### config.mk
export PLATFORM = sky130hd
export DESIGN_NAME = pscd_top
export DESIGN_NICKNAME = d
export VERILOG_FILES = /design/src/design/pscd_pkg.sv /design/src/design/pscd_bin_decode.sv /design/src/design/pscd_top.sv
export SDC_FILE = /design/constraint.sdc
export NUM_CORES = 1
export LEC_CHECK = 0
export ABC_AREA = 0
export BUFFER_PORTS_ARGS = -buffer_cell sky130_fd_sc_hd__buf_2
export CORE_MARGIN = 10
export CORE_UTILIZATION = 47
export CTS_CLUSTER_SIZE = 30
export DETAILED_ROUTE_END_ITERATION = 6
export PLACE_DENSITY = 0.77
export SLEW_MARGIN = 40
export SYNTH_ARGS = -nofsm -noshare
export SYNTH_HDL_FRONTEND = slang
export SYNTH_SLANG_ARGS = --single-unit
### constraint.sdc
create_clock -name i_mclk -period 4.35 [get_ports i_mclk]
set_input_delay 0.2175 -clock i_mclk [delete_from_list [all_inputs] [get_ports i_mclk]]
set_output_delay 0.2175 -clock i_mclk [all_outputs]
set_load 0.02 [all_outputs]
### src/design/pscd_pkg.sv
package pscd_pkg;

  // register map
  localparam logic [7:0]  OVR_SEL_ADDR  = 8'h5e;
  localparam logic [7:0]  OVR_SEL_RESET = 8'h00;

  // override bit positions
  localparam int unsigned OVR_DOCP_BIT  = 0;
  localparam int unsigned OVR_AOCP_BIT  = 1;
  localparam int unsigned OVR_LCF_BIT   = 2;
  localparam int unsigned OVR_VBOOT_BIT = 3;
  localparam int unsigned OVR_TON_BIT   = 4;
  localparam int unsigned OVR_MODE_BIT  = 5;
  localparam int unsigned OVR_FOVP_BIT  = 6;
  localparam int unsigned OVR_ROVP_BIT  = 7;

  // strap measurement limits
  localparam logic [3:0]  BIN_SHORT     = 4'h0;
  localparam logic [3:0]  BIN_FLOAT     = 4'hf;

  // output target after reset when no strap applies
  localparam logic [15:0] VOUT_CMD_RESET = 16'h0000;

  // conduction mode per bin, 1 = forced continuous, 0 = diode emulation
  localparam logic [15:0] MODE_FCCM_MAP = 16'hf0ff;

  // switching frequency in kHz, bin 15 first
  localparam logic [15:0][15:0] FREQ_KHZ_TAB = {
    16'h0320, 16'h04b0, 16'h0708, 16'h0190, 16'h03e8, 16'h0320, 16'h0258, 16'h0190,
    16'h07d0, 16'h0708, 16'h0578, 16'h04b0, 16'h07d0, 16'h0578, 16'h03e8, 16'h0258};

  // boot target in mV at 1:1 scale, bin 15 first
  localparam logic [15:0][15:0] VBOOT_X1_TAB = {
    16'h09c4, 16'h0708, 16'h0672, 16'h05dc, 16'h0546, 16'h04e2, 16'h04b0, 16'h044c,
    16'h041a, 16'h03e8, 16'h0384, 16'h0320, 16'h02bc, 16'h0258, 16'h01f4, 16'h0190};

  // fixed over-voltage limit in mV at 1:1 scale, bin 15 first
  localparam logic [15:0][15:0] FOVP_X1_TAB = {
    16'h0b22, 16'h0898, 16'h0898, 16'h0898, 16'h0708, 16'h0708, 16'h05dc, 16'h0546,
    16'h0546, 16'h0546, 16'h04b0, 16'h04b0, 16'h04b0, 16'h03e8, 16'h03e8, 16'h0320};

  // boot target in mV at 1:2 scale, bin 15 first
  localparam logic [15:0][15:0] VBOOT_X2_TAB = {
    16'h1388, 16'h0e10, 16'h0ce4, 16'h0bb8, 16'h0a8c, 16'h09c4, 16'h0960, 16'h0898,
    16'h0834, 16'h07d0, 16'h0708, 16'h0640, 16'h0578, 16'h04b0, 16'h03e8, 16'h0320};

  // fixed over-voltage limit in mV at 1:2 scale, bin 15 first
  localparam logic [15:0][15:0] FOVP_X2_TAB = {
    16'h1644, 16'h1130, 16'h1130, 16'h0e10, 16'h0e10, 16'h0bb8, 16'h0bb8, 16'h0a8c,
    16'h0a8c, 16'h0a8c, 16'h0960, 16'h0960, 16'h07d0, 16'h0640, 16'h0640, 16'h0640};

  // relative over/under-voltage margins in mV
  localparam logic [15:0] ROVP_150_MV = 16'h0096;
  localparam logic [15:0] ROVP_200_MV = 16'h00c8;
  localparam logic [15:0] ROVP_250_MV = 16'h00fa;
  localparam logic [15:0] ROVP_300_MV = 16'h012c;

  // first bin of each margin band
  localparam logic [3:0]  X1_BAND_200 = 4'h4;
  localparam logic [3:0]  X1_BAND_250 = 4'ha;
  localparam logic [3:0]  X1_BAND_300 = 4'hc;
  localparam logic [3:0]  X2_BAND_300 = 4'h3;

  // boot sequencer states
  typedef enum logic [1:0] {
    PSCD_ST_RESET,
    PSCD_ST_SAMPLE,
    PSCD_ST_READY
  } pscd_state_t;

endpackage : pscd_pkg

### src/design/pscd_bin_decode.sv
`timescale 1ns/100ps
`default_nettype none

module pscd_bin_decode (
  // strap bins, scale and conduction mode map
  input  wire logic [3:0]  i_mode_bin,
  input  wire logic [3:0]  i_vboot_bin,
  input  wire logic        i_scale_half,
  input  wire logic [15:0] i_mode_map,
  // decoded strap values
  output logic      [15:0] o_freq_khz,
  output logic             o_fccm,
  output logic      [15:0] o_vboot_mv,
  output logic      [15:0] o_rovp_mv,
  output logic      [15:0] o_fovp_mv
);

  wire logic [15:0] rovp_x1;
  wire logic [15:0] rovp_x2;

  // frequency and conduction mode from the mode/frequency strap
  assign o_freq_khz = pscd_pkg::FREQ_KHZ_TAB[i_mode_bin];
  assign o_fccm     = i_mode_map[i_mode_bin];

  // relative margin bands per scale
  assign rovp_x1 = (i_vboot_bin >= pscd_pkg::X1_BAND_300) ? pscd_pkg::ROVP_300_MV :
                   (i_vboot_bin >= pscd_pkg::X1_BAND_250) ? pscd_pkg::ROVP_250_MV :
                   (i_vboot_bin >= pscd_pkg::X1_BAND_200) ? pscd_pkg::ROVP_200_MV :
                   pscd_pkg::ROVP_150_MV;
  assign rovp_x2 = (i_vboot_bin >= pscd_pkg::X2_BAND_300) ? pscd_pkg::ROVP_300_MV :
                   pscd_pkg::ROVP_200_MV;

  // boot voltage and limits, selected by output scale
  assign o_vboot_mv = i_scale_half ? pscd_pkg::VBOOT_X2_TAB[i_vboot_bin]
                                   : pscd_pkg::VBOOT_X1_TAB[i_vboot_bin];
  assign o_fovp_mv  = i_scale_half ? pscd_pkg::FOVP_X2_TAB[i_vboot_bin]
                                   : pscd_pkg::FOVP_X1_TAB[i_vboot_bin];
  assign o_rovp_mv  = i_scale_half ? rovp_x2 : rovp_x1;

endmodule : pscd_bin_decode

`default_nettype wire

### src/design/pscd_top.sv
`timescale 1ns/100ps
`default_nettype none

module pscd_top #(
  parameter logic [15:0] MODE_MAP = pscd_pkg::MODE_FCCM_MAP
) (
  // clock and reset
  input  wire logic        i_mclk,
  input  wire logic        i_rst,
  // strap measurements and variant
  input  wire logic        i_strap_enable,
  input  wire logic [3:0]  i_mode_strap_bin,
  input  wire logic [3:0]  i_boot_voltage_strap_pin,
  input  wire logic [3:0]  i_ilim_strap_bin,
  input  wire logic [3:0]  i_addr_strap_bin,
  // output scale from the scale command
  input  wire logic        i_scale_half,
  // command register port
  input  wire logic [7:0]  i_reg_addr,
  input  wire logic        i_reg_wr,
  input  wire logic [7:0]  i_reg_wdata,
  output logic      [7:0]  o_reg_rdata,
  // bus-programmed parameter values
  input  wire logic        i_cmd_vout_wr,
  input  wire logic [15:0] i_cmd_vout_mv,
  input  wire logic [15:0] i_cmd_freq_khz,
  input  wire logic        i_cmd_fccm,
  input  wire logic [15:0] i_cmd_rovp_mv,
  input  wire logic [15:0] i_cmd_fovp_mv,
  input  wire logic [3:0]  i_cmd_docp_code,
  input  wire logic [3:0]  i_cmd_aocp_code,
  input  wire logic [3:0]  i_cmd_lcf_code,
  // effective configuration
  output logic             o_boot_done,
  output logic             o_strap_active,
  output logic      [15:0] o_vout_target_mv,
  output logic      [15:0] o_freq_khz,
  output logic             o_fccm,
  output logic             o_diode_emulation_mode,
  output logic      [15:0] o_rovp_mv,
  output logic      [15:0] o_fovp_mv,
  output logic      [3:0]  o_docp_code,
  output logic      [3:0]  o_aocp_code,
  output logic      [3:0]  o_lcf_code,
  output logic      [3:0]  o_addr_offset,
  output logic      [7:0]  o_param_from_cmd
);

  pscd_pkg::pscd_state_t state;
  pscd_pkg::pscd_state_t next_state;

  logic [7:0]  ovr_sel;
  logic [15:0] vout_cmd;
  logic        strap_en;
  logic [3:0]  mode_bin;
  logic [3:0]  vboot_bin;
  logic [3:0]  ilim_bin;
  logic [3:0]  addr_bin;

  wire logic        sample_now;
  wire logic        ovr_hit;
  wire logic [7:0]  use_cmd;
  wire logic [15:0] dec_freq_khz;
  wire logic        dec_fccm;
  wire logic [15:0] dec_vboot_mv;
  wire logic [15:0] dec_rovp_mv;
  wire logic [15:0] dec_fovp_mv;
  wire logic [15:0] next_vout;
  wire logic [15:0] next_freq;
  wire logic        next_fccm;
  wire logic        next_diode;
  wire logic [15:0] next_rovp;
  wire logic [15:0] next_fovp;
  wire logic [3:0]  next_docp;
  wire logic [3:0]  next_aocp;
  wire logic [3:0]  next_lcf;
  wire logic [7:0]  next_rdata;

  // boot sequencer: sample straps on the second edge after reset release, then hold
  always_comb begin
    case (state)
      pscd_pkg::PSCD_ST_RESET:  next_state = pscd_pkg::PSCD_ST_SAMPLE;
      pscd_pkg::PSCD_ST_SAMPLE: next_state = pscd_pkg::PSCD_ST_READY;
      pscd_pkg::PSCD_ST_READY:  next_state = pscd_pkg::PSCD_ST_READY;
      default:                  next_state = pscd_pkg::PSCD_ST_RESET;
    endcase
  end

  assign sample_now = (state == pscd_pkg::PSCD_ST_SAMPLE);

  always_ff @(posedge i_mclk or posedge i_rst) begin
    if (i_rst) begin
      state <= pscd_pkg::PSCD_ST_RESET;
    end else begin
      state <= next_state;
    end
  end

  // strap capture, held constant until the next reset
  always_ff @(posedge i_mclk or posedge i_rst) begin
    if (i_rst) begin
      strap_en  <= 1'b0;
      mode_bin  <= pscd_pkg::BIN_SHORT;
      vboot_bin <= pscd_pkg::BIN_SHORT;
      ilim_bin  <= pscd_pkg::BIN_SHORT;
      addr_bin  <= pscd_pkg::BIN_SHORT;
    end else if (sample_now) begin
      strap_en  <= i_strap_enable;
      mode_bin  <= i_mode_strap_bin;
      vboot_bin <= i_boot_voltage_strap_pin;
      ilim_bin  <= i_ilim_strap_bin;
      addr_bin  <= i_addr_strap_bin;
    end
  end

  // override select register write decode
  assign ovr_hit = (i_reg_addr == pscd_pkg::OVR_SEL_ADDR);

  always_ff @(posedge i_mclk or posedge i_rst) begin
    if (i_rst) begin
      ovr_sel <= pscd_pkg::OVR_SEL_RESET;
    end else if (i_reg_wr && ovr_hit) begin
      ovr_sel <= i_reg_wdata;
    end
  end

  // read data: override register, unmapped addresses read zero
  assign next_rdata = ovr_hit ? ovr_sel : 8'h00;

  // output target command, zero until the host writes one
  always_ff @(posedge i_mclk or posedge i_rst) begin
    if (i_rst) begin
      vout_cmd <= pscd_pkg::VOUT_CMD_RESET;
    end else if (i_cmd_vout_wr) begin
      vout_cmd <= i_cmd_vout_mv;
    end
  end

  // strap tables
  pscd_bin_decode u_decode (
    .i_mode_bin   (mode_bin),
    .i_vboot_bin  (vboot_bin),
    .i_scale_half (i_scale_half),
    .i_mode_map   (MODE_MAP),
    .o_freq_khz   (dec_freq_khz),
    .o_fccm       (dec_fccm),
    .o_vboot_mv   (dec_vboot_mv),
    .o_rovp_mv    (dec_rovp_mv),
    .o_fovp_mv    (dec_fovp_mv)
  );

  // per-parameter source: command when strapping is off or its bit is set
  assign use_cmd = ovr_sel | {8{~strap_en}};

  // source selection per parameter
  assign next_vout = use_cmd[pscd_pkg::OVR_VBOOT_BIT] ? vout_cmd : dec_vboot_mv;
  assign next_freq = use_cmd[pscd_pkg::OVR_TON_BIT]   ? i_cmd_freq_khz : dec_freq_khz;
  assign next_fccm = use_cmd[pscd_pkg::OVR_MODE_BIT]  ? i_cmd_fccm : dec_fccm;
  assign next_rovp = use_cmd[pscd_pkg::OVR_ROVP_BIT]  ? i_cmd_rovp_mv : dec_rovp_mv;
  assign next_fovp = use_cmd[pscd_pkg::OVR_FOVP_BIT]  ? i_cmd_fovp_mv : dec_fovp_mv;
  assign next_docp = use_cmd[pscd_pkg::OVR_DOCP_BIT]  ? i_cmd_docp_code : ilim_bin;
  assign next_aocp = use_cmd[pscd_pkg::OVR_AOCP_BIT]  ? i_cmd_aocp_code : ilim_bin;
  assign next_lcf  = use_cmd[pscd_pkg::OVR_LCF_BIT]   ? i_cmd_lcf_code : ilim_bin;
  assign next_diode = ~next_fccm;

  // configuration outputs, held at safe values until boot completes
  always_ff @(posedge i_mclk or posedge i_rst) begin
    if (i_rst) begin
      o_boot_done      <= 1'b0;
      o_strap_active   <= 1'b0;
      o_vout_target_mv <= pscd_pkg::VOUT_CMD_RESET;
      o_freq_khz       <= 16'h0000;
      o_fccm           <= 1'b0;
      o_diode_emulation_mode <= 1'b0;
      o_rovp_mv        <= 16'h0000;
      o_fovp_mv        <= 16'h0000;
      o_docp_code      <= 4'h0;
      o_aocp_code      <= 4'h0;
      o_lcf_code       <= 4'h0;
      o_addr_offset    <= 4'h0;
      o_param_from_cmd <= 8'h00;
    end else if (state == pscd_pkg::PSCD_ST_READY) begin
      o_boot_done      <= 1'b1;
      o_strap_active   <= strap_en;
      o_vout_target_mv <= next_vout;
      o_freq_khz       <= next_freq;
      o_fccm           <= next_fccm;
      o_diode_emulation_mode <= next_diode;
      o_rovp_mv        <= next_rovp;
      o_fovp_mv        <= next_fovp;
      o_docp_code      <= next_docp;
      o_aocp_code      <= next_aocp;
      o_lcf_code       <= next_lcf;
      o_addr_offset    <= strap_en ? addr_bin : 4'h0;
      o_param_from_cmd <= use_cmd;
    end
  end

  // register read data
  always_ff @(posedge i_mclk or posedge i_rst) begin
    if (i_rst) begin
      o_reg_rdata <= 8'h00;
    end else begin
      o_reg_rdata <= next_rdata;
    end
  end

endmodule : pscd_top

`default_nettype wire

# ---- After elaboration in Yosys (flattened, before gate mapping)
# Memory sizes are Yosys's and may differ from the RTL's.
# Index checks and enable logic that the tools add are counted.
dict set report classes {
  magnitude_cmp 6
  n_eq_ne 3
  n_mux 24
  bitwise 3
  n_reduce_logical 3
}
# cell n
set ops {}
lappend ops {{16-bit 2-to-1 mux} 14}
lappend ops {{4-bit 2-to-1 mux} 4}
lappend ops {{4-bit by 5-bit < comparator with 1-bit output (second input constant)} 2}
lappend ops {{9-bit 2-to-1 mux} 1}
lappend ops {{8-bit by 7-bit equality test with 1-bit output (second input constant)} 1}
lappend ops {{4-bit >= comparator (second input constant)} 2}
lappend ops {{8-bit 2-to-1 mux} 1}
lappend ops {{8-bit bitwise OR} 1}
lappend ops {{7-bit 2-to-1 mux} 1}
lappend ops {{4-bit by 2-bit >= comparator with 1-bit output (second input constant)} 1}
lappend ops {{4-bit by 3-bit >= comparator with 1-bit output (second input constant)} 1}
lappend ops {{2-bit one-hot mux with 2 select lines} 1}
lappend ops {{2-bit by 1-bit equality test with 1-bit output (second input constant)} 1}
lappend ops {{2-bit equality test (second input constant)} 1}
lappend ops {{2-bit logical NOT} 1}
lappend ops {{1-bit 2-to-1 mux} 2}
lappend ops {{1-bit inverter} 2}
lappend ops {{2-bit OR reduction} 1}
lappend ops {{1-bit logical AND} 1}
dict set report word_totals {
  regBits 143
  romBits 1296
  input_bits 115
  output_inout_bits 100
  elab_cells 67
  mem_count 6
}
# memory depth width rd rd_clocked_by_memory_dff wr line
set mem_list {}
lappend mem_list {{(name not given)} 16 16 1 0 0 pscd_bin_decode.sv:37} ;# : pscd_pkg::FOVP_X1_TAB[i_vboot_bin];
lappend mem_list {{(name not given)} 16 16 1 0 0 pscd_bin_decode.sv:36} ;# assign o_fovp_mv = i_scale_half ? pscd_pkg::FOVP_X2_TAB[i_vboot_bin]
lappend mem_list {{(name not given)} 16 16 1 0 0 pscd_bin_decode.sv:22} ;# assign o_freq_khz = pscd_pkg::FREQ_KHZ_TAB[i_mode_bin];
lappend mem_list {{(name not given)} 16 16 1 0 0 pscd_bin_decode.sv:35} ;# : pscd_pkg::VBOOT_X1_TAB[i_vboot_bin];
lappend mem_list {{(name not given)} 16 16 1 0 0 pscd_bin_decode.sv:34} ;# assign o_vboot_mv = i_scale_half ? pscd_pkg::VBOOT_X2_TAB[i_vboot_bin]
lappend mem_list {{(name not given)} 16 1 1 0 0 pscd_bin_decode.sv:23} ;# assign o_fccm = i_mode_map[i_mode_bin];

# ---- Depth between registers and ports, before layout
# Gate-level depths: netlist of the first run.
dict set report logic_depth {
  depth_word 6
  mapped_depth 8
  ltp_nobuf 6
}

# ---- Hierarchy
# Synthesis of the first run repeated with hierarchy kept, for this count alone.
dict set report hier_totals {
  cells_unflattened 734
  area_unflattened_um2 7617.3
}
# module instances cells_each area_per_inst_um2 seq_area_each_um2
set by_module_without_submodules {}
lappend by_module_without_submodules {pscd_top 1 511 6143.4 3578.4}
lappend by_module_without_submodules {pscd_bin_decode 1 223 1473.9 0.0}

# ---- Least setup slack after synthesis of the first run
# Ideal clock, no wire load.
dict set report synth_timing {
  path_type {register -> register}
  from {register vboot_bin[0]}
  to {register o_vout_target_mv[10]}
  setup_ns 0.126
  arrival_ns 1.855
  t_required_ns 4.224
  slack_ns 2.369
  stages_incl_launch_ff 9
  n_path_buf 2
  period_less_slack_ns 1.981
  cell_sequence {dfrtp_1 > buf_2 > inv_1 > ha_1 > buf_2 > and2_1 > o21ai_0 > a311oi_1 > a311o_1}
}
dict set report synth_between {
  elab_chain_cells 4
  elab_cells_between_ends 6
  classes_between {mux (4); memory (2)}
}
# element line
set synth_lines {}
lappend synth_lines {{start, declared} pscd_top.sv:56} ;# logic [3:0] vboot_bin;
lappend synth_lines {{start signal, assigned} pscd_top.sv:104} ;# vboot_bin <= pscd_pkg::BIN_SHORT;
lappend synth_lines {{start signal, assigned} pscd_top.sv:110} ;# vboot_bin <= i_boot_voltage_strap_pin;
lappend synth_lines {{memory 16 x 16 bit, on equally long branches} n/a}
lappend synth_lines {{16-bit 2-to-1 mux, on equally long branches} {pscd_bin_decode.sv:35, pscd_bin_decode.sv:34}}
lappend synth_lines {{16-bit 2-to-1 mux (*)} pscd_bin_decode.sv:34}
lappend synth_lines {{16-bit 2-to-1 mux (*)} pscd_top.sv:156} ;# assign next_vout = use_cmd[pscd_pkg::OVR_VBOOT_BIT] ? vout_cmd : dec_vboot_mv;
lappend synth_lines {{end signal, assigned} pscd_top.sv:171} ;# o_vout_target_mv <= pscd_pkg::VOUT_CMD_RESET;
lappend synth_lines {{end signal, assigned} pscd_top.sv:185} ;# o_vout_target_mv <= next_vout;
lappend synth_lines {{end, declared} pscd_top.sv:36} ;# output logic [15:0] o_vout_target_mv,
# Every way passes the cells marked *; elsewhere a longest branch is shown, timed or not. The select of a mux whose other input is x is not followed.
# A chain may end at the register's enable or synchronous reset.

# ---- Worst setup path after layout of the first run
dict set report layout_timing {
  from {register vboot_bin[1]}
  to {register o_vout_target_mv[10]}
}
# The elaborated chain is that of the path after synthesis.

==> results of run 1 <==
==> registers in the layout, indices dropped and copies added, names as in the netlist, 2 cells and up <==
register and flops:
o_docp_code 4, mode_bin 4, o_param_from_cmd 8, o_addr_offset 4, o_reg_rdata 8, vboot_bin 4
o_aocp_code 4, o_freq_khz 16, ovr_sel 8, o_vout_target_mv 16, vout_cmd 16, o_lcf_code 4
state 2, addr_bin 4, o_rovp_mv 16, ilim_bin 4, o_fovp_mv 16
==> layout by cell type (no fill, tap or decap), types with 3 or more instances in the layout <==
master,Yosys,routed
nand3b_1,7,7
dfrtp_1,143,142
o22ai_1,7,7
o21ai_0,58,58
clkinv_2,0,3
o2111ai_1,3,3
nand3_1,32,32
a311oi_1,6,6
a311o_1,4,4
inv_1,48,47
and2_1,11,11
nor2_1,61,61
buf_4,4,4
o21a_1,7,7
a211oi_1,11,11
clkinv_4,0,5
a21oi_1,45,45
nor3_1,7,7
a31oi_1,13,13
nand2_1,35,35
mux2_2,48,48
buf_2,23,214
or3_1,3,3
ha_1,18,16
o31ai_1,3,3
nand2b_1,13,13
o211ai_1,5,5
nor2b_1,18,18
clkbuf_16,0,17
a221oi_1,4,4
mux2i_1,15,15
a22oi_1,3,3
==> timing repair <==
item / CTS / global route
endpoints found under the setup margin: 0 / 0
hold buffers: 2 / 0
endpoints found under the hold margin: 71 / 0
==> cells in the mapped netlist, types with 2 or more instances <==
| master | count | area (um2) |
|---|---|---|
| a21oi_1 | 45 | 225 |
| o21a_1 | 7 | 52.6 |
| a311oi_1 | 6 | 52.6 |
| inv_1 | 48 | 180 |
| a311o_1 | 4 | 40.0 |
| nor3_1 | 7 | 35.0 |
| o211a_1 | 2 | 20.0 |
| buf_2 | 23 | 115 |
| o31ai_1 | 3 | 22.5 |
| nor2_1 | 61 | 229 |
| clkbuf_1 | 29 | 109 |
| o22ai_1 | 7 | 43.8 |
| ha_1 | 18 | 225 |
| o311a_1 | 2 | 20.0 |
| a31oi_1 | 13 | 81.3 |
| nand3b_1 | 7 | 52.6 |
| buf_1 | 4 | 15.0 |
| mux2i_1 | 15 | 150 |
| buf_6 | 2 | 22.5 |
| and2_1 | 11 | 68.8 |
| o2111ai_1 | 3 | 26.3 |
| mux4_2 | 2 | 45.0 |
| a221oi_1 | 4 | 35.0 |
| nand3_1 | 32 | 160 |
| a2111oi_0 | 2 | 17.5 |
| or3_1 | 3 | 18.8 |
| nand2_1 | 35 | 131 |
| dfrtp_1 | 143 | 3580 |
| or2b_1 | 2 | 15.0 |
| nor2b_1 | 18 | 113 |
| buf_4 | 4 | 30.0 |
| mux2_2 | 48 | 541 |
| o221ai_1 | 2 | 17.5 |
| nand2b_1 | 13 | 81.3 |
| a22oi_1 | 3 | 22.5 |
| o21ai_0 | 58 | 290 |
| a211oi_1 | 11 | 82.6 |
| o211ai_1 | 5 | 37.5 |
==> worst max-delay path, stage by stage, from the launching register on <==
cell      delay (ns)
dfrtp_1         0.72
inv_1           0.26
ha_1            0.48
and2_1          0.24
o21ai_0         0.23
a311oi_1        0.14
a311o_1         0.31
==> worst min path at each step <==
stage	startpoint	end	slack, ns	depth (start not counted)
after CTS	i_boot_voltage_strap_pin[0]	vboot_bin[0]	0.001	3
after detailed placement	i_rst	o_aocp_code[3]	0.42	2
after global placement	i_mode_strap_bin[1]	mode_bin[1]	0.43	3
after global routing	i_reg_wdata[0]	ovr_sel[0]	0.01	2
after floorplan	i_mode_strap_bin[0]	mode_bin[0]	0.34	2
final	i_boot_voltage_strap_pin[0]	vboot_bin[0]	0.01	3
==> report_power, final <==
part / total (mW) / switching, mW / internal, mW
clock: 1.44 / 0.572 / 0.864
combinational: 0.512 / 0.306 / 0.206
sequential: 1.50 / 0.0730 / 1.42
total: 3.44 / 0.951 / 2.49
==> per-stage QoR <==
step | util (%) | area (um2) | cells
floorplan | - | 7180 | 723
global placement | 54.8 | 8270 | 1068
detailed placement | 54.8 | 8270 | 1068
CTS | 58.8 | 8880 | 1102
global route | 59.0 | 8900 | 1103
finish | 59.0 | 8910 | 1104
==> layer usage <==
metal | routed length [um] | up-vias
met5 | 0 | -
met4 | 235 | 0
met3 | 1790 | 17
met2 | 10400 | 197
met1 | 8520 | 2891
li1 | - | 2886
==> logic make-up after synthesis <==
kind of cell    Yosys count
buf+inv                 110
simple gates            200
compound gates          184
mux                      65
flops                   143
xor+xnor                  2
fa+ha+maj                19
==> cell type report <==
cell class,instances,area (um2)
Tap cell,188,235
Clock inverter,12,138
Sequential cell,143,3580
Inverter,48,188
Clock buffer,20,447
Fill cell,1340,6180
Multi-Input combinational cell,470,3150
Timing Repair Buffer,222,1170
Antenna cell,1,2.50
==> run metrics, run 1 <==
initial drt markers=between 400 and 500; crit path launch type=flop; Port Buffer Count=between 200 and 250; Layout Skew=between 0.01 and 0.015 ns; post-synth cell types=59; main combinational cell family by area after synthesis=compound AO/OA/AOI/OAI gates; Chip Height=roughly 140 um; layer with the highest usage=met2; final setup violation count=0; Global Route met3 Usage=8.32%; Final #Nets=slightly above 1k; Reg-to-Reg Start=vboot_bin[1]; xor and xnor area share after synthesis=less than 1%; CTS sink cnt=~140; Critical Path AT=around 2.8 ns; cts repair resizes=0; Worst Hold Class=input pin to flop; post-route ant nets=0; Fin Setup TNS=0 ns; RSZ-0062 raised after global routing=no; crit path from=vboot_bin[1]; hpwl dp=15100 um; Top FF cell, synth=dfrtp_1; Setup WS pre-CTS=1.92 ns; FF+latch count, synth=between 100 and 150; CTS tree=done; vias per std cell=between 5 and 6; Simple-Gate Fraction of Synth Area=~14%; post-synthesis sequential area ratio=between 40% and 50%; Clock Tree Buf Depth=2; Max Cap Violations=0; final hold slack=~0.012 ns; Pleak=4.30 nW; die width=roughly 140 um; Async S/R FF share, synth=100%; status=finished clean; crit path to=o_vout_target_mv[10]; initial antenna violation count=0; Post-Synthesis Cells=a little over 700; Clock Latency Late Sink=around 0.42 ns; Initial DRT Pass Iterations=5; Slew Viols, Final=0; share of cells above drive strength 1=approximately 34%; Hold Violations, Final=0; syn avg cell area=~9.9 um2; grt ovf=0; YS warnings=0; area of the die=20600 um2; initial core utilization=a little under half; Slew headroom=a little under half; vias=around 6k; Crit Path Max Fanout=19; area delta synth->final=24.0%; largest net degree at the start of global routing=between 100 and 150; cell area after synthesis=roughly 7200 um2; Final min period=approximately 2.5 ns; GPL Wtd Cong=a little over 0.9; post-route setup slack=1.85 ns; vias in the first global route=roughly 6k; highest clock rate=399 MHz; Placeable Area=about 15000 um2; number of buffers created by CTS=17; first-pass GRT wire length=32500 um; Reg2Reg Capture Point=o_vout_target_mv[10]; CTS H-Tree Depth=4; slew at the pin closest to its max-slew limit=0.808 ns; Synthesized Nets=around 860; Peak VDD IR=0.287 mV; Worst-path clk slew=about 0.070 ns; met1 Use GR=23.9%; PwrDens=just under 400 nW/um2; Routed WL per cell=18.9 um; Setup Crit Path Kind=flop to flop; reg2reg path depth=6; post-synthesis compound-gate area fraction=roughly 16%; all-layer global routing usage=between 20% and 30%; post-synthesis adder-cell area fraction=3.27%; M2 GR Usage=33.0%; DRC=0; I/O pins=around 220; mux contribution to synthesized area=around a tenth; row cnt=45; number of synthesized flops with an enable pin=0; total power=approximately 3.4 mW; Final period util=57.6%; CP Data Required Time=approximately 4.7 ns; root buffer cell=clkbuf_16; Post-CTS Repair Setup Buffers=0; r2r setup slk=about 1.8 ns; WL final=~21000 um; CP endpoint kind=flop
(Power assumes the default switching activity.)
==> run 2, diff against run 1 <==
Clock period 4.35 ns to 2.3 ns, I/O delays scaled along.
==> run 2 against run 1 <==
The flow now finishes with violations (DRC). Combinational power increased by 120%. Maximum frequency increased by 20%. Critical path depth unchanged.
==> run metrics, run 2 (synthesis results as in run 1) <==
final setup violation count=0; Routed WL per cell=around 19 um; crit path launch type=flop; largest net degree at the start of global routing=139; initial antenna violation count=3; DRC=3; area of the die=just over 20000 um2; GPL Wtd Cong=0.899; Slew Viols, Final=0; CP Data Required Time=2.59 ns; Clock Latency Late Sink=around 0.42 ns; most common cell after layout, fill and taps aside=buf_2; WL final=approximately 23000 um; share of cells above drive strength 1=around a third; CTS tree=done; vias per std cell=approximately 5.4; first-pass GRT wire length=36700 um; CTS H-Tree Depth=4; initial core utilization=between 40% and 50%; Final #Nets=1138; Slew headroom=49.1%; commonest non-fill, non-tap cells in the layout=214 x buf_2, 142 x dfrtp_1, 83 x dlygate4sd3_1; Chip Height=about 140 um; highest clock rate=between 400 and 500 MHz; violated checks=DRC; post-route setup slack=about 0.21 ns; root buffer cell=clkbuf_16; Placeable Area=~15000 um2; hpwl dp=roughly 16000 um; post-route ant nets=0; number of buffers created by CTS=17; register area=about 3600 um2; all-layer global routing usage=around 22%; # fillers=1175; Initial DRT Pass Iterations=7; vias=~6.5k; die width=144 um; grt ovf=0; Crit Path Max Fanout=10; RSZ-0062 raised after global routing=no; I/O pins=215; Fin Setup TNS=0 ns; slew at the pin closest to its max-slew limit=~0.76 ns; Clock Tree Buf Depth=2; Peak VDD IR=0.524 mV; Pleak=approximately 4.8 nW; initial drt markers=between 400 and 500; Setup Crit Path Kind=flop to flop; Worst-path clk slew=0.06 ns; Final period util=around nine tenths; area taken by multi-input logic gates=between 3000 and 4000 um2; CTS sink cnt=~140; Post-CTS Repair Setup Buffers=0; Layout Skew=roughly 0.010 ns; Worst Hold Class=input pin to flop; area delta synth->final=39.2%; PwrDens=711 nW/um2; Port Buffer Count=around 210; Setup WS pre-CTS=approximately 0.11 ns; total power=7.11 mW; Max Cap Violations=0; status=complete, but fails checks; CP endpoint kind=flop; Hold Violations, Final=0; Critical Path AT=between 2 and 2.5 ns; row cnt=45; Final min period=between 2 and 2.5 ns; vias in the first global route=6729
run 2: cell types whose count changed in the layout (fill, tap and decap cells not counted):
cell           change
inv_8              -2
diode_2            +1
clkinv_2           -1
clkinv_4           -5
buf_16             -1
bufinv_16          +4
dlygate4sd3_1     +81
clkbuf_1           -2
buf_12             +4
clkinvlp_4         +1
buf_4             +19
clkbuf_8           +2
inv_6              +1
run 2: critical path: stages, from the launching register on:
cell and delay, ns:
dfrtp_1 0.45, inv_1 0.22, ha_2 0.39, and2_1 0.21
o21ai_0 0.24, a311oi_1 0.15, a311o_1 0.30
run 2: path summary, 6_finish.rpt:
check	from	end	slack [ns]	depth (start not counted)
hold reg to reg	o_boot_done	o_boot_done	0.46	1
hold / removal	i_cmd_rovp_mv[1]	o_rovp_mv[1]	0.02	3
min in group asynchronous	i_rst	o_freq_khz[2]	0.37	3
setup / recovery	vboot_bin[1]	o_vout_target_mv[10]	0.21	6
setup reg to reg	vboot_bin[1]	o_vout_target_mv[10]	0.21	6
max in group asynchronous	i_rst	o_reg_rdata[0]	1.29	4
run 2: where the power goes:
| group | switching (mW) | internal [mW] | leakage, nW |
|---|---|---|---|
| Clock | 1.06 | 2.11 | 0.328 |
| Sequential | 0.133 | 2.69 | 1.74 |
| Combinational | 0.617 | 0.507 | 2.73 |
| Total | 1.81 | 5.31 | 4.80 |
run 2: repair_timing:
action | in CTS | in global routing
hold endpoints to repair | 104 | 0
setup endpoints to repair | 0 | 2
resized for setup | 0 | 2
hold buffers | 83 | 0
run 2: layout make-up:
type,instances,share of cell area [%]
clock buffers,20,4.67
diodes,2,0.0500
multi-input cells,470,31.5
clock inverters,10,2.06
repair buffers,325,21.7
flip-flops and latches,143,35.8
inverters,48,1.84
well taps,188,2.35
run 2: stage by stage:
stage | utilization (%) | std cells | hold WS [ns] | cell area (um2)
finish | 66.3 | 1206 | 0.0162 | 10000
floorplan | - | 723 | 0.236 | 7190
detailed placement | 56.3 | 1091 | 0.277 | 8490
global placement | 56.3 | 1091 | 0.277 | 8490
global route | 66.3 | 1205 | 0.0316 | 10000
CTS | 66.2 | 1204 | 0.00128 | 9990
run 2: layer usage:
metal | GRT usage (%) | up-vias | wire length [um]
met1 | 26.3 | 3096 | 9260
met4 | 6.88 | 2 | 554
met5 | 0 | - | 17
met2 | 38.0 | 243 | 11500
met3 | 7.62 | 37 | 1760
li1 | - | 3104 | -
==> run 3, diff against run 2 <==
Settings changed: CORE_UTILIZATION 47 to 50, PLACE_DENSITY 0.77 to 0.78.
Clock period 2.3 ns to 2.04 ns, I/O delays scaled along.
==> run 3 against run 2 <==
The run now ends clean. Die area shrank 5.2%. Sequential cell count unchanged. Global-route usage rose by 1.4 points. Worst setup slack worse by 0.062 ns. Non-clock buffer count up 16. Core utilization increased by 5.3 points. Sequential share of layout area barely moved. Clock power shrank 8.2%. Via count increased by 2.1%.
==> run metrics, run 3 (synthesis results as in run 1) <==
status=finished clean; Switching Share=~28%; CP endpoint kind=flop; Setup WS pre-CTS=between 0.1 and 0.15 ns; Port Buffer Count=between 200 and 250; Psw=2.04 mW; Final #Nets=1154; Slew headroom=between 60 and 70%; crit path launch type=flop; vias=about 6.6k; Chip Height=140 um; initial drt markers=approximately 460; part of the power in registers=between 40% and 50%; share of cells above drive strength 1=32.6%; all-layer global routing usage=23.8%; Max Cap Violations=0; CTS H-Tree Depth=4; CP Data Required Time=~2.3 ns; root buffer cell=clkbuf_16; utilization after layout=just over 70%; Clock Tree Buf Depth=2; final setup violation count=0; Clock Power Share=39.3%; Fin Setup TNS=0 ns; Placeable Area=around 14000 um2; Initial DRT Pass Iterations=5; area delta synth->final=39.3%; DRC=0; area of the die=19600 um2; initial core utilization=51.4%; Slew Viols, Final=0; Final min period=approximately 1.9 ns; GPL Wtd Cong=0.913; CTS tree=done; vias in the first global route=about 6.9k; first-pass GRT wire length=37500 um; Hold Violations, Final=0; Gate power share=around 18%; Pleak=about 4.8 nW; row cnt=43; post-route ant nets=0; Clock Latency Late Sink=about 0.42 ns; I/O pins=approximately 220; post-route setup slack=approximately 0.15 ns; Layout Skew=0.00712 ns; Critical Path AT=2.19 ns; Peak VDD IR=0.777 mV; WL final=roughly 24000 um; commonest non-fill, non-tap cells in the layout=214 x buf_2, 142 x dfrtp_1, 90 x dlygate4sd3_1; Setup Crit Path Kind=flop to flop; slew at the pin closest to its max-slew limit=~0.56 ns; highest clock rate=around 530 MHz; Cell Int Power=about 5.4 mW; Routed WL per cell=a little under 20 um; Worst Hold Class=input pin to flop; PwrDens=about 740 nW/um2; Post-CTS Repair Setup Buffers=0; most common cell after layout, fill and taps aside=buf_2; Worst-path clk slew=about 0.06 ns; Final period util=about 93%; number of buffers created by CTS=17; RSZ-0062 raised after global routing=no; hpwl dp=~16000 um; Crit Path Max Fanout=12; largest net degree at the start of global routing=88; initial antenna violation count=3; r2r setup slk=approximately 0.15 ns; CTS sink cnt=around 140; grt ovf=0; die width=between 100 and 150 um; vias per std cell=approximately 5.4
run 3: cell count changes in the layout (fill, tap and decap cells not counted), sizes merged:
cell	change
buf	+9
clkinv	+7
dlygate4sd3	+7
bufinv	-5
clkbuf	+1
clkinvlp	-1
diode	-1
inv	-1
run 3: path summary, 6_finish.rpt:
path | endpoint | from | cells after the start
max reg2reg | o_vout_target_mv[10] | vboot_bin[1] | 5
min in group asynchronous | o_freq_khz[11] | i_rst | 4
max in group asynchronous | vboot_bin[1] | i_rst | 4
min | o_fovp_mv[12] | i_cmd_fovp_mv[12] | 3
max | o_vout_target_mv[10] | vboot_bin[1] | 5
min reg2reg | o_param_from_cmd[3] | o_param_from_cmd[3] | 1
run 3: critical path: stages (launching register included):
cell and delay, ns:
dfrtp_2 0.45, ha_1 0.35, nor2b_1 0.24, a221oi_1 0.35
a311oi_1 0.10, a311o_1 0.29
run 3: through the flow:
step | total power, mW | hold slack, ns | instance area (um2) | cells
after floorplan | 3.89 | 0.223 | 7190 | 723
final | 7.39 | 0.00548 | 10000 | 1214
after detailed placement | 4.36 | 0.240 | 8550 | 1092
after global routing | 7.69 | 0.00786 | 10000 | 1214
after global placement | 4.34 | 0.244 | 8550 | 1092
after CTS | 7.40 | 0.000628 | 10000 | 1213
run 3: repair_timing:
item                                    CTS  global route
hold endpoints to repair                232             0
endpoints found under the setup margin    0             3
gates resized for setup                   0             2
hold buffers                             90             0
run 3: per-layer routing:
metal / vias up / GRT usage, % / part of all wire (%) / routed length [um]
met5: - / 0 / 0.093 / 22
li1: 3127 / - / - / -
met4: 4 / 8.32 / 2.7 / 644
met1: 3168 / 27.1 / 39 / 9210
met2: 261 / 40.3 / 50 / 11900
met3: 56 / 8.74 / 7.7 / 1830
run 3: final cells by class:
class	instances	area (um2)
inverters	48	184
flip-flops and latches	143	3580
multi-input cells	470	3150
diodes	1	2.50
repair buffers	341	2310
fillers	1018	3980
well taps	180	225
clock buffers	21	460
clock inverters	10	90.1
run 3: power by group through the flow:
| stage | registers, mW | logic (mW) | clock network (mW) |
|---|---|---|---|
| finish | 3.17 | 1.31 | 2.91 |
| global route | 3.19 | 1.43 | 3.07 |
| CTS | 3.16 | 1.30 | 2.94 |
| detailed placement | 3.21 | 1.15 | 0 |
| global placement | 3.20 | 1.14 | 0 |
| floorplan | 3.36 | 0.535 | 0 |
